===== src/design/rosb_map.vh =====
// register map and field constants of the remap output select bank
`ifndef ROSB_MAP_VH
`define ROSB_MAP_VH

// register indices; byte address is four times the index
`define ROSB_IDX_PIN6   12'hEC6
`define ROSB_IDX_PIN7   12'hEC7
`define ROSB_IDX_PIN8   12'hEC8
`define ROSB_IDX_PIN9   12'hEC9
`define ROSB_IDX_PIN10  12'hECA
`define ROSB_IDX_PIN11  12'hECB
`define ROSB_IDX_PIN12  12'hECC
`define ROSB_IDX_PIN13  12'hECD
`define ROSB_IDX_PIN17  12'hED1
`define ROSB_IDX_PIN18  12'hED2
`define ROSB_IDX_PIN19  12'hED3
`define ROSB_IDX_PIN20  12'hED4
`define ROSB_IDX_PIN21  12'hED5
`define ROSB_IDX_PIN22  12'hED6
`define ROSB_IDX_LOCK   12'hEBF

// index field inside a byte address
`define ROSB_IDX_W      12
`define ROSB_IDX_LSB    2

// selector layout
`define ROSB_N_SEL      14
`define ROSB_N_BASE     10
`define ROSB_CODE_W     5
`define ROSB_CODE_RST   5'h00
`define ROSB_CODE_NONE  5'h00
`define ROSB_PAD_W      27

// lock register layout
`define ROSB_LOCK_BIT   0
`define ROSB_VIOL_BIT   1
`define ROSB_LOCK_PAD_W 30

// bus widths and responses
`define ROSB_DATA_W     32
`define ROSB_STRB_W     4
`define ROSB_RESP_OKAY  2'h0
`define ROSB_RESP_DEC   2'h3
`define ROSB_WORD_ZERO  32'h0000_0000

`endif


===== src/design/rosb_sel_reg.v =====
// one output-select register with its lock gate and remap flag
`timescale 1ns/1ps
`include "rosb_map.vh"

module rosb_sel_reg #(
  parameter [`ROSB_IDX_W-1:0] P_IDX        = `ROSB_IDX_PIN6,
  parameter                   P_PRESENT    = 1,
  parameter [31:0]            P_VALID_MASK = 32'hFFFF_FFFE
) (
  input  wire                    i_clk,     // system clock
  input  wire                    i_rst_b,   // async reset, active low
  input  wire                    i_wr,      // write strobe, one cycle
  input  wire [`ROSB_IDX_W-1:0]  i_wr_idx,  // register index written
  input  wire [`ROSB_CODE_W-1:0] i_wr_code, // code being written
  input  wire                    i_lock,    // config_lock state
  output reg  [`ROSB_CODE_W-1:0] o_code,    // stored function code
  output reg                     o_remap    // pin taken by a function
);

  wire hit;

  // absent selectors never match, so they keep their reset value
  assign hit = (P_PRESENT != 0) && i_wr && (i_wr_idx == P_IDX);

  always @(posedge i_clk or negedge i_rst_b) begin
    if (!i_rst_b) begin
      o_code  <= `ROSB_CODE_RST;
      o_remap <= 1'b0;
    end else if (hit && !i_lock) begin
      o_code  <= i_wr_code;
      o_remap <= (i_wr_code != `ROSB_CODE_NONE) &&
                 P_VALID_MASK[i_wr_code];
    end
  end

endmodule // rosb_sel_reg


===== src/design/rosb_top.v =====
// remap output select bank: selector registers behind an AXI4-Lite slave
//
// Local design decision: the AXI4-Lite interface to the registers.
`timescale 1ns/1ps
`include "rosb_map.vh"

module rosb_top #(
  parameter        P_ADDR_W     = 16,
  parameter        P_LARGE_PKG  = 1,
  parameter [31:0] P_VALID_MASK = 32'hFFFF_FFFE
) (
  input  wire                      I_REF_CLK,    // system clock
  input  wire                      I_RST_B,      // async reset, active low
  input  wire [P_ADDR_W-1:0]       I_AWADDR,     // write address
  input  wire                      I_AWVALID,    // write address valid
  output wire                      O_AWREADY,    // write address ready
  input  wire [`ROSB_DATA_W-1:0]   I_WDATA,      // write data
  input  wire [`ROSB_STRB_W-1:0]   I_WSTRB,      // write byte lanes
  input  wire                      I_WVALID,     // write data valid
  output wire                      O_WREADY,     // write data ready
  output wire [1:0]                O_BRESP,      // write response
  output wire                      O_BVALID,     // write response valid
  input  wire                      I_BREADY,     // write response ready
  input  wire [P_ADDR_W-1:0]       I_ARADDR,     // read address
  input  wire                      I_ARVALID,    // read address valid
  output wire                      O_ARREADY,    // read address ready
  output wire [`ROSB_DATA_W-1:0]   O_RDATA,      // read data
  output wire [1:0]                O_RRESP,      // read response
  output wire                      O_RVALID,     // read data valid
  input  wire                      I_RREADY,     // read data ready
  output wire [`ROSB_N_SEL*`ROSB_CODE_W-1:0] O_PIN_FUNC,  // codes per pin
  output wire [`ROSB_N_SEL-1:0]    O_PIN_REMAP,  // pin driven by function
  output wire                      O_CONFIG_LOCK // config_lock state
);

  ////////////////////////////////////////////////////////////////////////
  // selector index table

  function [`ROSB_IDX_W-1:0] idx_of;
    input integer n;
    begin
      case (n)
        0:       idx_of = `ROSB_IDX_PIN6;
        1:       idx_of = `ROSB_IDX_PIN7;
        2:       idx_of = `ROSB_IDX_PIN8;
        3:       idx_of = `ROSB_IDX_PIN9;
        4:       idx_of = `ROSB_IDX_PIN10;
        5:       idx_of = `ROSB_IDX_PIN11;
        6:       idx_of = `ROSB_IDX_PIN12;
        7:       idx_of = `ROSB_IDX_PIN13;
        8:       idx_of = `ROSB_IDX_PIN17;
        9:       idx_of = `ROSB_IDX_PIN18;
        10:      idx_of = `ROSB_IDX_PIN19;
        11:      idx_of = `ROSB_IDX_PIN20;
        12:      idx_of = `ROSB_IDX_PIN21;
        default: idx_of = `ROSB_IDX_PIN22;
      endcase
    end
  endfunction

  // pins 19 to 22 only on the large package
  function is_present;
    input integer n;
    begin
      is_present = (P_LARGE_PKG != 0) || (n < `ROSB_N_BASE);
    end
  endfunction

  function sel_hit;
    input [`ROSB_IDX_W-1:0] idx;
    integer k;
    begin
      sel_hit = 1'b0;
      for (k = 0; k < `ROSB_N_SEL; k = k + 1) begin
        if ((idx == idx_of(k)) && is_present(k)) begin
          sel_hit = 1'b1;
        end
      end
    end
  endfunction

  ////////////////////////////////////////////////////////////////////////
  // declarations

  reg                      awready_r;
  reg                      awready_nxt;
  reg                      aw_hold_r;
  reg                      aw_hold_nxt;
  reg  [`ROSB_IDX_W-1:0]   aw_idx_r;
  reg                      wready_r;
  reg                      wready_nxt;
  reg                      w_hold_r;
  reg                      w_hold_nxt;
  reg  [`ROSB_CODE_W+2:0]  w_byte_r;
  reg                      w_lane0_r;
  reg                      bvalid_r;
  reg                      bvalid_nxt;
  reg  [1:0]               bresp_r;
  reg                      arready_r;
  reg                      rvalid_r;
  reg                      rvalid_nxt;
  reg  [`ROSB_DATA_W-1:0]  rdata_r;
  reg  [`ROSB_DATA_W-1:0]  rdata_nxt;
  reg  [1:0]               rresp_r;
  reg  [1:0]               rresp_nxt;
  reg                      lock_r;
  reg                      viol_r;
  reg                      viol_nxt;
  integer                  i;

  wire                     aw_take;
  wire                     w_take;
  wire                     ar_take;
  wire                     do_wr;
  wire                     wr_stb;
  wire                     wr_sel;
  wire                     wr_lock;
  wire [`ROSB_IDX_W-1:0]   ar_idx;
  wire [`ROSB_N_SEL*`ROSB_CODE_W-1:0] code_all;
  wire [`ROSB_N_SEL-1:0]   remap_all;

  assign aw_take = I_AWVALID & awready_r;
  assign w_take  = I_WVALID & wready_r;
  assign ar_take = I_ARVALID & arready_r;
  assign ar_idx  = I_ARADDR[`ROSB_IDX_LSB+`ROSB_IDX_W-1:`ROSB_IDX_LSB];

  // the write lands once both halves are held and no response waits
  assign do_wr   = aw_hold_r & w_hold_r & ~bvalid_r;
  assign wr_stb  = do_wr & w_lane0_r;
  assign wr_sel  = wr_stb & sel_hit(aw_idx_r);
  assign wr_lock = wr_stb & (aw_idx_r == `ROSB_IDX_LOCK);

  ////////////////////////////////////////////////////////////////////////
  // selector registers

  genvar g;
  generate
    for (g = 0; g < `ROSB_N_SEL; g = g + 1) begin : g_sel
      rosb_sel_reg #(
        .P_IDX        (idx_of(g)),
        .P_PRESENT    (is_present(g)),
        .P_VALID_MASK (P_VALID_MASK)
      ) u_sel (
        .i_clk     (I_REF_CLK),
        .i_rst_b   (I_RST_B),
        .i_wr      (wr_stb),
        .i_wr_idx  (aw_idx_r),
        .i_wr_code (w_byte_r[`ROSB_CODE_W-1:0]),
        .i_lock    (lock_r),
        .o_code    (code_all[g*`ROSB_CODE_W +: `ROSB_CODE_W]),
        .o_remap   (remap_all[g])
      );
    end
  endgenerate

  ////////////////////////////////////////////////////////////////////////
  // write channel next state

  always @* begin
    aw_hold_nxt = aw_hold_r;
    w_hold_nxt  = w_hold_r;
    bvalid_nxt  = bvalid_r;
    if (do_wr) begin
      aw_hold_nxt = 1'b0;
      w_hold_nxt  = 1'b0;
      bvalid_nxt  = 1'b1;
    end else if (bvalid_r && I_BREADY) begin
      bvalid_nxt  = 1'b0;
    end
    if (aw_take) begin
      aw_hold_nxt = 1'b1;
    end
    if (w_take) begin
      w_hold_nxt = 1'b1;
    end
    // ready returns at completion, so a next address may wait beside bvalid
    awready_nxt = ~aw_hold_nxt;
    wready_nxt  = ~w_hold_nxt;
  end

  // a write refused by the lock is flagged; a new refusal beats the clear
  always @* begin
    viol_nxt = viol_r;
    if (wr_lock && w_byte_r[`ROSB_VIOL_BIT]) begin
      viol_nxt = 1'b0;
    end
    if (wr_sel && lock_r) begin
      viol_nxt = 1'b1;
    end
  end

  always @(posedge I_REF_CLK or negedge I_RST_B) begin
    if (!I_RST_B) begin
      awready_r <= 1'b0;
      wready_r  <= 1'b0;
      aw_hold_r <= 1'b0;
      w_hold_r  <= 1'b0;
      aw_idx_r  <= {`ROSB_IDX_W{1'b0}};
      w_byte_r  <= {(`ROSB_CODE_W+3){1'b0}};
      w_lane0_r <= 1'b0;
      bvalid_r  <= 1'b0;
      bresp_r   <= `ROSB_RESP_OKAY;
      lock_r    <= 1'b0;
      viol_r    <= 1'b0;
    end else begin
      awready_r <= awready_nxt;
      wready_r  <= wready_nxt;
      aw_hold_r <= aw_hold_nxt;
      w_hold_r  <= w_hold_nxt;
      bvalid_r  <= bvalid_nxt;
      viol_r    <= viol_nxt;
      if (aw_take) begin
        aw_idx_r <= I_AWADDR[`ROSB_IDX_LSB+`ROSB_IDX_W-1:`ROSB_IDX_LSB];
      end
      if (w_take) begin
        w_byte_r  <= I_WDATA[`ROSB_CODE_W+2:0];
        w_lane0_r <= I_WSTRB[0];
      end
      if (do_wr) begin
        // absent pins answer like holes in the map
        if (sel_hit(aw_idx_r) || (aw_idx_r == `ROSB_IDX_LOCK)) begin
          bresp_r <= `ROSB_RESP_OKAY;
        end else begin
          bresp_r <= `ROSB_RESP_DEC;
        end
      end
      // config_lock itself stays writable so software can release it
      if (wr_lock) begin
        lock_r <= w_byte_r[`ROSB_LOCK_BIT];
      end
    end
  end

  ////////////////////////////////////////////////////////////////////////
  // read channel

  always @* begin
    rdata_nxt = `ROSB_WORD_ZERO;
    rresp_nxt = `ROSB_RESP_DEC;
    for (i = 0; i < `ROSB_N_SEL; i = i + 1) begin
      if ((ar_idx == idx_of(i)) && is_present(i)) begin
        rdata_nxt = {{`ROSB_PAD_W{1'b0}},
                     code_all[i*`ROSB_CODE_W +: `ROSB_CODE_W]};
        rresp_nxt = `ROSB_RESP_OKAY;
      end
    end
    if (ar_idx == `ROSB_IDX_LOCK) begin
      rdata_nxt = {{`ROSB_LOCK_PAD_W{1'b0}}, viol_r, lock_r};
      rresp_nxt = `ROSB_RESP_OKAY;
    end
    rvalid_nxt = rvalid_r;
    if (ar_take) begin
      rvalid_nxt = 1'b1;
    end else if (rvalid_r && I_RREADY) begin
      rvalid_nxt = 1'b0;
    end
  end

  always @(posedge I_REF_CLK or negedge I_RST_B) begin
    if (!I_RST_B) begin
      arready_r <= 1'b0;
      rvalid_r  <= 1'b0;
      rdata_r   <= `ROSB_WORD_ZERO;
      rresp_r   <= `ROSB_RESP_OKAY;
    end else begin
      // one read at a time: no new address while the answer stands
      arready_r <= ~rvalid_nxt;
      rvalid_r  <= rvalid_nxt;
      if (ar_take) begin
        rdata_r <= rdata_nxt;
        rresp_r <= rresp_nxt;
      end
    end
  end

  ////////////////////////////////////////////////////////////////////////
  // outputs, all from flip-flops

  assign O_AWREADY     = awready_r;
  assign O_WREADY      = wready_r;
  assign O_BVALID      = bvalid_r;
  assign O_BRESP       = bresp_r;
  assign O_ARREADY     = arready_r;
  assign O_RVALID      = rvalid_r;
  assign O_RDATA       = rdata_r;
  assign O_RRESP       = rresp_r;
  assign O_PIN_FUNC    = code_all;
  assign O_PIN_REMAP   = remap_all;
  assign O_CONFIG_LOCK = lock_r;

endmodule // rosb_top


===== config.mk =====
export PLATFORM = sky130hd
export DESIGN_NAME = rosb_top
export DESIGN_NICKNAME = d
export VERILOG_FILES = /design/src/design/rosb_sel_reg.v /design/src/design/rosb_top.v
export VERILOG_INCLUDE_DIRS = /design/src /design/src/design
export SDC_FILE = /design/constraint.sdc
export NUM_CORES = 1
export LEC_CHECK = 0
export BUFFER_PORTS_ARGS = -buffer_cell sky130_fd_sc_hd__buf_4
export CORE_AREA = 2 2 147 91
export DETAILED_ROUTE_END_ITERATION = 6
export DIE_AREA = 0 0 149 93
export PLACE_DENSITY_LB_ADDON = 0.15
export SLEW_MARGIN = 10
export SYNTH_ARGS = -nofsm -noshare
export SYNTH_HDL_FRONTEND = slang
export SYNTH_SLANG_ARGS = --single-unit

===== constraint.sdc =====
create_clock -name I_REF_CLK -period 3.3 [get_ports I_REF_CLK]
set_clock_uncertainty 0.05 [all_clocks]
set_input_delay 0.33 -clock I_REF_CLK [delete_from_list [all_inputs] [get_ports I_REF_CLK]]
set_output_delay 0.33 -clock I_REF_CLK [all_outputs]
set_load 0.05 [all_outputs]

==> impl_metrics.tcl, run 1 <==
set metrics [dict create \
    switching_share_pct 32.5 \
    outcome "complete, no violations" \
    place_area_um2 7100 \
    routed_wl_um 18900 \
    clk_latency_ns 0.42 \
    crit_slowest_cell "nor2b_1" \
    grt_pass1_wl_um 29300 \
    hp-class "in -> reg" \
    cp_max_fo 6 \
    ys_seq_area_share_pct 48.0 \
    ys_types 63 \
    rows 32 \
    die_width_um 149 \
    critical_path_arrival_ns 2.69 \
    p_int_w 0.00322 \
    critical_path_class "reg -> reg" \
    finalCritPeriodShare_pct 74.0 \
    cpLargestDelayFamily "simple AND/OR/NAND/NOR gates" \
    cts_made_buffers 17 \
    pwr-share-seq_pct 41.3 \
    grt_setup_unrepaired "no" \
    setup_viol 0 \
    drt_pass1_iterations 5 \
    r2r-start "O_BVALID" \
    worstHoldPathCells 2 \
    tightest_slew_ns 0.785 \
    clockPowerShare_pct 40.8 \
    crit_cells 6 \
    critPathMaxStageDelay_ns 0.63 \
    diodes 0 \
    grt_pass1_vias 4837 \
    dp_hpwl_um 13900 \
    areaGrowthSynthToFinish_pct 25.6 \
    globalRouteOverflowTotal 0 \
    grt_max_degree 62 \
    final_cell_mix "buf_4 (140), dfrtp_1 (118), mux2_2 (105)" \
    min_to "O_BVALID" \
    end_kind "flop" \
    core-area_um2 12600 \
    routedWlPerCell_um 22.0 \
    required_ns 3.54 \
    synth_area_leader_cell "dfrtp_1" \
    cts_tree "done" \
    maxCapViolations 0 \
    fin_setup_tns_ns 0 \
    gr-usage-met2_pct 39.9 \
    drtIter0Drc 459 \
    path_buf_inv 0 \
    avgSynthCellArea_um2 11.0 \
    synth_top_area_share_pct 48.0 \
    hp-start "I_BREADY" \
    clkSinkCount 118 \
    p_leak_nw 3.77 \
    cts.path.max_buffers 2 \
    period_minus_slack_ns 2.44 \
    timing.rr.end "g_sel[5].u_sel.o_code[3]" \
    antenna_found_initial 0 \
    final_nets 754 \
    r2r_slack_ns 0.86 \
    route.detailed.drc 0 \
    initial_core_util_pct 49.0 \
    synthesis.instances 561 \
    gp_congestion 0.960 \
    use_met3_pct 6.29 \
    dp_slack_ns 0.880 \
    postSynthRegisterBits 118 \
    io_buffers 135 \
    finalPower_w 0.00477 \
    slew_viol_final 0 \
    h-tree-depth 4 \
    synth_edf_count 0 \
    grt.total_usage_pct 28.6 \
    vias 4984 \
    postCtsHoldBufs 1 \
    synth_area_leaders "dfrtp_1 (48%), mux2_2 (19%), buf_4 (5.4%)" \
    globalRoute.busiestLayer "met1" \
    async_flop_share_pct 100 \
    crit_chain "and3b_1 -> nand2_1 -> nor2_1 -> nand3_1 -> nor2b_1 -> mux2_2" \
    rr_worst_depth 6 \
    io_pins 201 \
    max_freq_ghz 0.409 \
    layout_commonest_cell "buf_4" \
    fp.dieH_um 93 \
    ys_warn_count 0 \
    post_drt_via_cell_ratio 5.80 \
    ctsResizeCount 0 \
    combPwrFrac_pct 17.9 \
    vdd_ir_drop_max_uv 351 \
    clk_pin_slew_worst_paths_ns 0.06 \
    cts_root_buf "clkbuf_16" \
    postLayoutCellArea_um2 7730 \
    fin_ws_ns 0.857 \
    fp.dieArea_um2 13900 \
    p_switching_w 0.00155 \
    synth_flop_cell "dfrtp_1" \
    hold_violations 0 \
    crit_path_start_kind "flop" \
    final_antenna_net_count 0 \
    cts_setup_buffers 0 \
    drive_gt1_share_pct 40.9 \
    p_per_area_nw_per_um2 617 \
    syn-cell-area_um2 6160 \
    use_met1_pct 45.4 \
    relSlewSlack_pct 47.7 \
]
## cells by family after synthesis
kind of cell	Yosys count	share of synthesized area, %
simple gates	154	13.4
other cells	1	0.0609
compound gates	98	10.7
fa+ha+maj	1	0.163
buf+inv	79	7.70
mux	110	20.0
flops	118	48.0
## flip-flops by register name (all words and copies together) (netlist names), 5 cells and up
name                 flops
O_RDATA                  5
w_byte_r                 5
g_sel.u_sel.o_code      70
aw_idx_r                12
g_sel.u_sel.o_remap     14
## metal layers
layer  wire length (um)  part of all wire, %
met4                148                 0.78
met5                  0                    0
met1               9360                   50
met2               7930                   42
met3               1470                  7.8
## worst max-delay path by stage
stage	start	slack, ns	end
2_1_floorplan	O_BVALID	1.19	g_sel[10].u_sel.o_code[0]
3_3_place_gp	I_ARADDR[2]	0.84	O_RDATA[0]
3_5_place_dp	I_ARADDR[5]	0.88	O_RDATA[0]
4_1_cts	O_BVALID	0.84	g_sel[5].u_sel.o_code[3]
5_1_grt	O_BVALID	0.67	g_sel[5].u_sel.o_remap
6_report	O_BVALID	0.86	g_sel[5].u_sel.o_code[3]
## cell type report
| cell class | count | area [um^2] |
|---|---|---|
| inverters | 10 | 37.5 |
| multi-input cells | 390 | 2830 |
| flip-flops and latches | 118 | 2950 |
| clock inverters | 9 | 150 |
| well taps | 170 | 213 |
| clock buffers | 21 | 470 |
| repair buffers | 142 | 1080 |
| fillers | 1090 | 4840 |
## metrics by stage
step,hold WS (ns),util [%],std cells
floorplan,-0.0156,-,587
global placement,0.386,56.5,829
detailed placement,0.403,56.5,829
CTS,0.0627,61.5,860
global route,0.0774,61.5,860
finish,0.0607,61.5,860
## cells in the mapped netlist, types with 6 or more instances
library cell,number
dfrtp_1,118
mux2_2,105
nand2_1,50
buf_4,44
nor2_1,27
a21oi_1,22
o21ai_0,22
nand3_1,14
nor3_1,13
clkbuf_1,12
inv_1,10
buf_2,9
nor2b_1,8
nor4_1,6
## power groups by stage
stage | combinational (W) | clock (W) | sequential (W)
detailed placement | 0.000847 | 0 | 0.00198
finish | 0.000853 | 0.00195 | 0.00197
global placement | 0.000827 | 0 | 0.00196
global route | 0.000917 | 0.00204 | 0.00201
floorplan | 0.000614 | 0 | 0.00188
CTS | 0.000850 | 0.00197 | 0.00196
Power figures use the tool's default switching activity.
==> run 2: changes to the inputs <==
==> constraint.sdc (replaced) <==
create_clock -name I_REF_CLK -period 2.3 [get_ports I_REF_CLK]
set_clock_uncertainty 0.05 [all_clocks]
set_input_delay 0.23 -clock I_REF_CLK [delete_from_list [all_inputs] [get_ports I_REF_CLK]]
set_output_delay 0.23 -clock I_REF_CLK [all_outputs]
set_load 0.05 [all_outputs]
==> impl_metrics.tcl, run 2 (same netlist as run 1, synthesis figures left out) <==
set metrics [dict create \
    drive_gt1_share_pct 43.2 \
    grt_setup_unrepaired "yes" \
    core-area_um2 12600 \
    setup_viol 0 \
    dp_hpwl_um 14500 \
    max_freq_ghz 0.458 \
    drt_pass1_iterations 6 \
    post_drt_via_cell_ratio 5.77 \
    drtIter0Drc 569 \
    die_width_um 149 \
    routedWlPerCell_um 21.5 \
    cts_made_buffers 17 \
    slew_viol_final 0 \
    outcome "complete, no violations" \
    finalCritPeriodShare_pct 94.8 \
    hold_violations 0 \
    grt_pass1_vias 4979 \
    cts_tree "done" \
    grt_max_degree 65 \
    vdd_ir_drop_max_uv 509 \
    hold_ws_ns 0.00952 \
    vias 5298 \
    relSlewSlack_pct 61.0 \
    tightest_slew_ns 0.570 \
    dpl.cell_count 869 \
    cp_max_fo 7 \
    grt_pass1_wl_um 29800 \
    cts.path.max_buffers 2 \
    final_antenna_net_count 0 \
    clk_latency_ns 0.41 \
    maxCapViolations 0 \
    required_ns 2.54 \
    critical_path_class "reg -> reg" \
    route.detailed.drc 0 \
    rows 32 \
    clkSinkCount 118 \
    rr_worst_depth 5 \
    clk_pin_slew_worst_paths_ns 0.06 \
    end_kind "flop" \
    layout_commonest_cell "buf_4" \
    critical_path_arrival_ns 2.42 \
    final_cell_mix "buf_4 (179), dfrtp_1 (118), mux2_2 (105)" \
    reg_top3 "g_sel.u_sel.o_code x70, g_sel.u_sel.o_remap x14, aw_idx_r x12" \
    dp_slack_ns 0.112 \
    cts_setup_buffers 0 \
    fp.dieH_um 93 \
    gp_congestion 0.924 \
    diodes 0 \
    final_cell_count_no_fill 918 \
    worstHoldPathCells 2 \
    initial_core_util_pct 49.0 \
    largest_reg_flops 70 \
    globalRouteOverflowTotal 0 \
    crit_path_start_kind "flop" \
    routed_wl_um 19700 \
    areaGrowthSynthToFinish_pct 33.0 \
    p_per_area_nw_per_um2 834 \
    largest-register "g_sel.u_sel.o_code" \
    p_leak_nw 4.03 \
    io_buffers 135 \
    fp.dieArea_um2 13900 \
    grt.total_usage_pct 29.1 \
    antenna_found_initial 0 \
    final_nets 812 \
    fin_ws_ns 0.119 \
    period_minus_slack_ns 2.18 \
    hp-class "in -> reg" \
    cts_root_buf "clkbuf_16" \
    h-tree-depth 4 \
    io_pins 201 \
]
-- run 2: power by group --
part | internal (W) | switching (W)
combinational | 0.000552 | 0.00113
clock | 0.00169 | 0.000915
sequential | 0.00232 | 0.000224
-- run 2: path summary, 6_finish.rpt --
check | startpoint | endpoint | slack (ns)
max | O_BVALID | g_sel[2].u_sel.o_code[4] | 0.12
min | I_AWADDR[13] | aw_idx_r[11] | 0.01
max reg2reg | O_BVALID | g_sel[2].u_sel.o_code[4] | 0.12
min reg2reg | g_sel[9].u_sel.o_remap | g_sel[9].u_sel.o_remap | 0.45
max in group asynchronous | I_RST_B | g_sel[11].u_sel.o_code[3] | 1.24
min in group asynchronous | I_RST_B | w_byte_r[1] | 0.20
-- run 2: through the flow --
step                setup TNS, ns  utilization, %  total power [W]  instance area (um^2)
detailed placement              0            59.0          0.00419                  7410
CTS                             0            64.8          0.00682                  8150
global route              -0.0188            65.1          0.00709                  8190
finish                          0            65.1          0.00683                  8190
floorplan                       0               -          0.00357                  6250
global placement                0            59.0          0.00414                  7410
-- run 2: what timing repair did --
item | CTS | global route
hold buffers | 15 | 4
setup endpoints to repair | 0 | 7
resized for setup | 0 | 1
endpoints found under the hold margin | 35 | 4
-- run 2: routing by layer --
layer,up-vias,GRT usage (%),share of wire (%)
met2,244,40.9,42
li1,2339,-,-
met5,-,0,0
met1,2689,46.0,48
met4,0,6.11,1.1
met3,26,6.05,8.4
-- run 2: layout make-up --
class / count / area [um^2]
Multi-Input combinational cell: 390 / 2830
Clock buffer: 22 / 484
Clock inverter: 8 / 98.8
Timing Repair Buffer: 200 / 1570
Sequential cell: 118 / 2950
Inverter: 10 / 37.5
Tap cell: 170 / 213
Fill cell: 1044 / 4380
-- run 2: critical path, stage by stage (launching register included) --
cell	delay, ns
dfrtp_1	0.40
and3b_1	0.31
nand2_1	0.14
nor4b_2	0.42
nand2_1	0.36
mux2_2	0.37
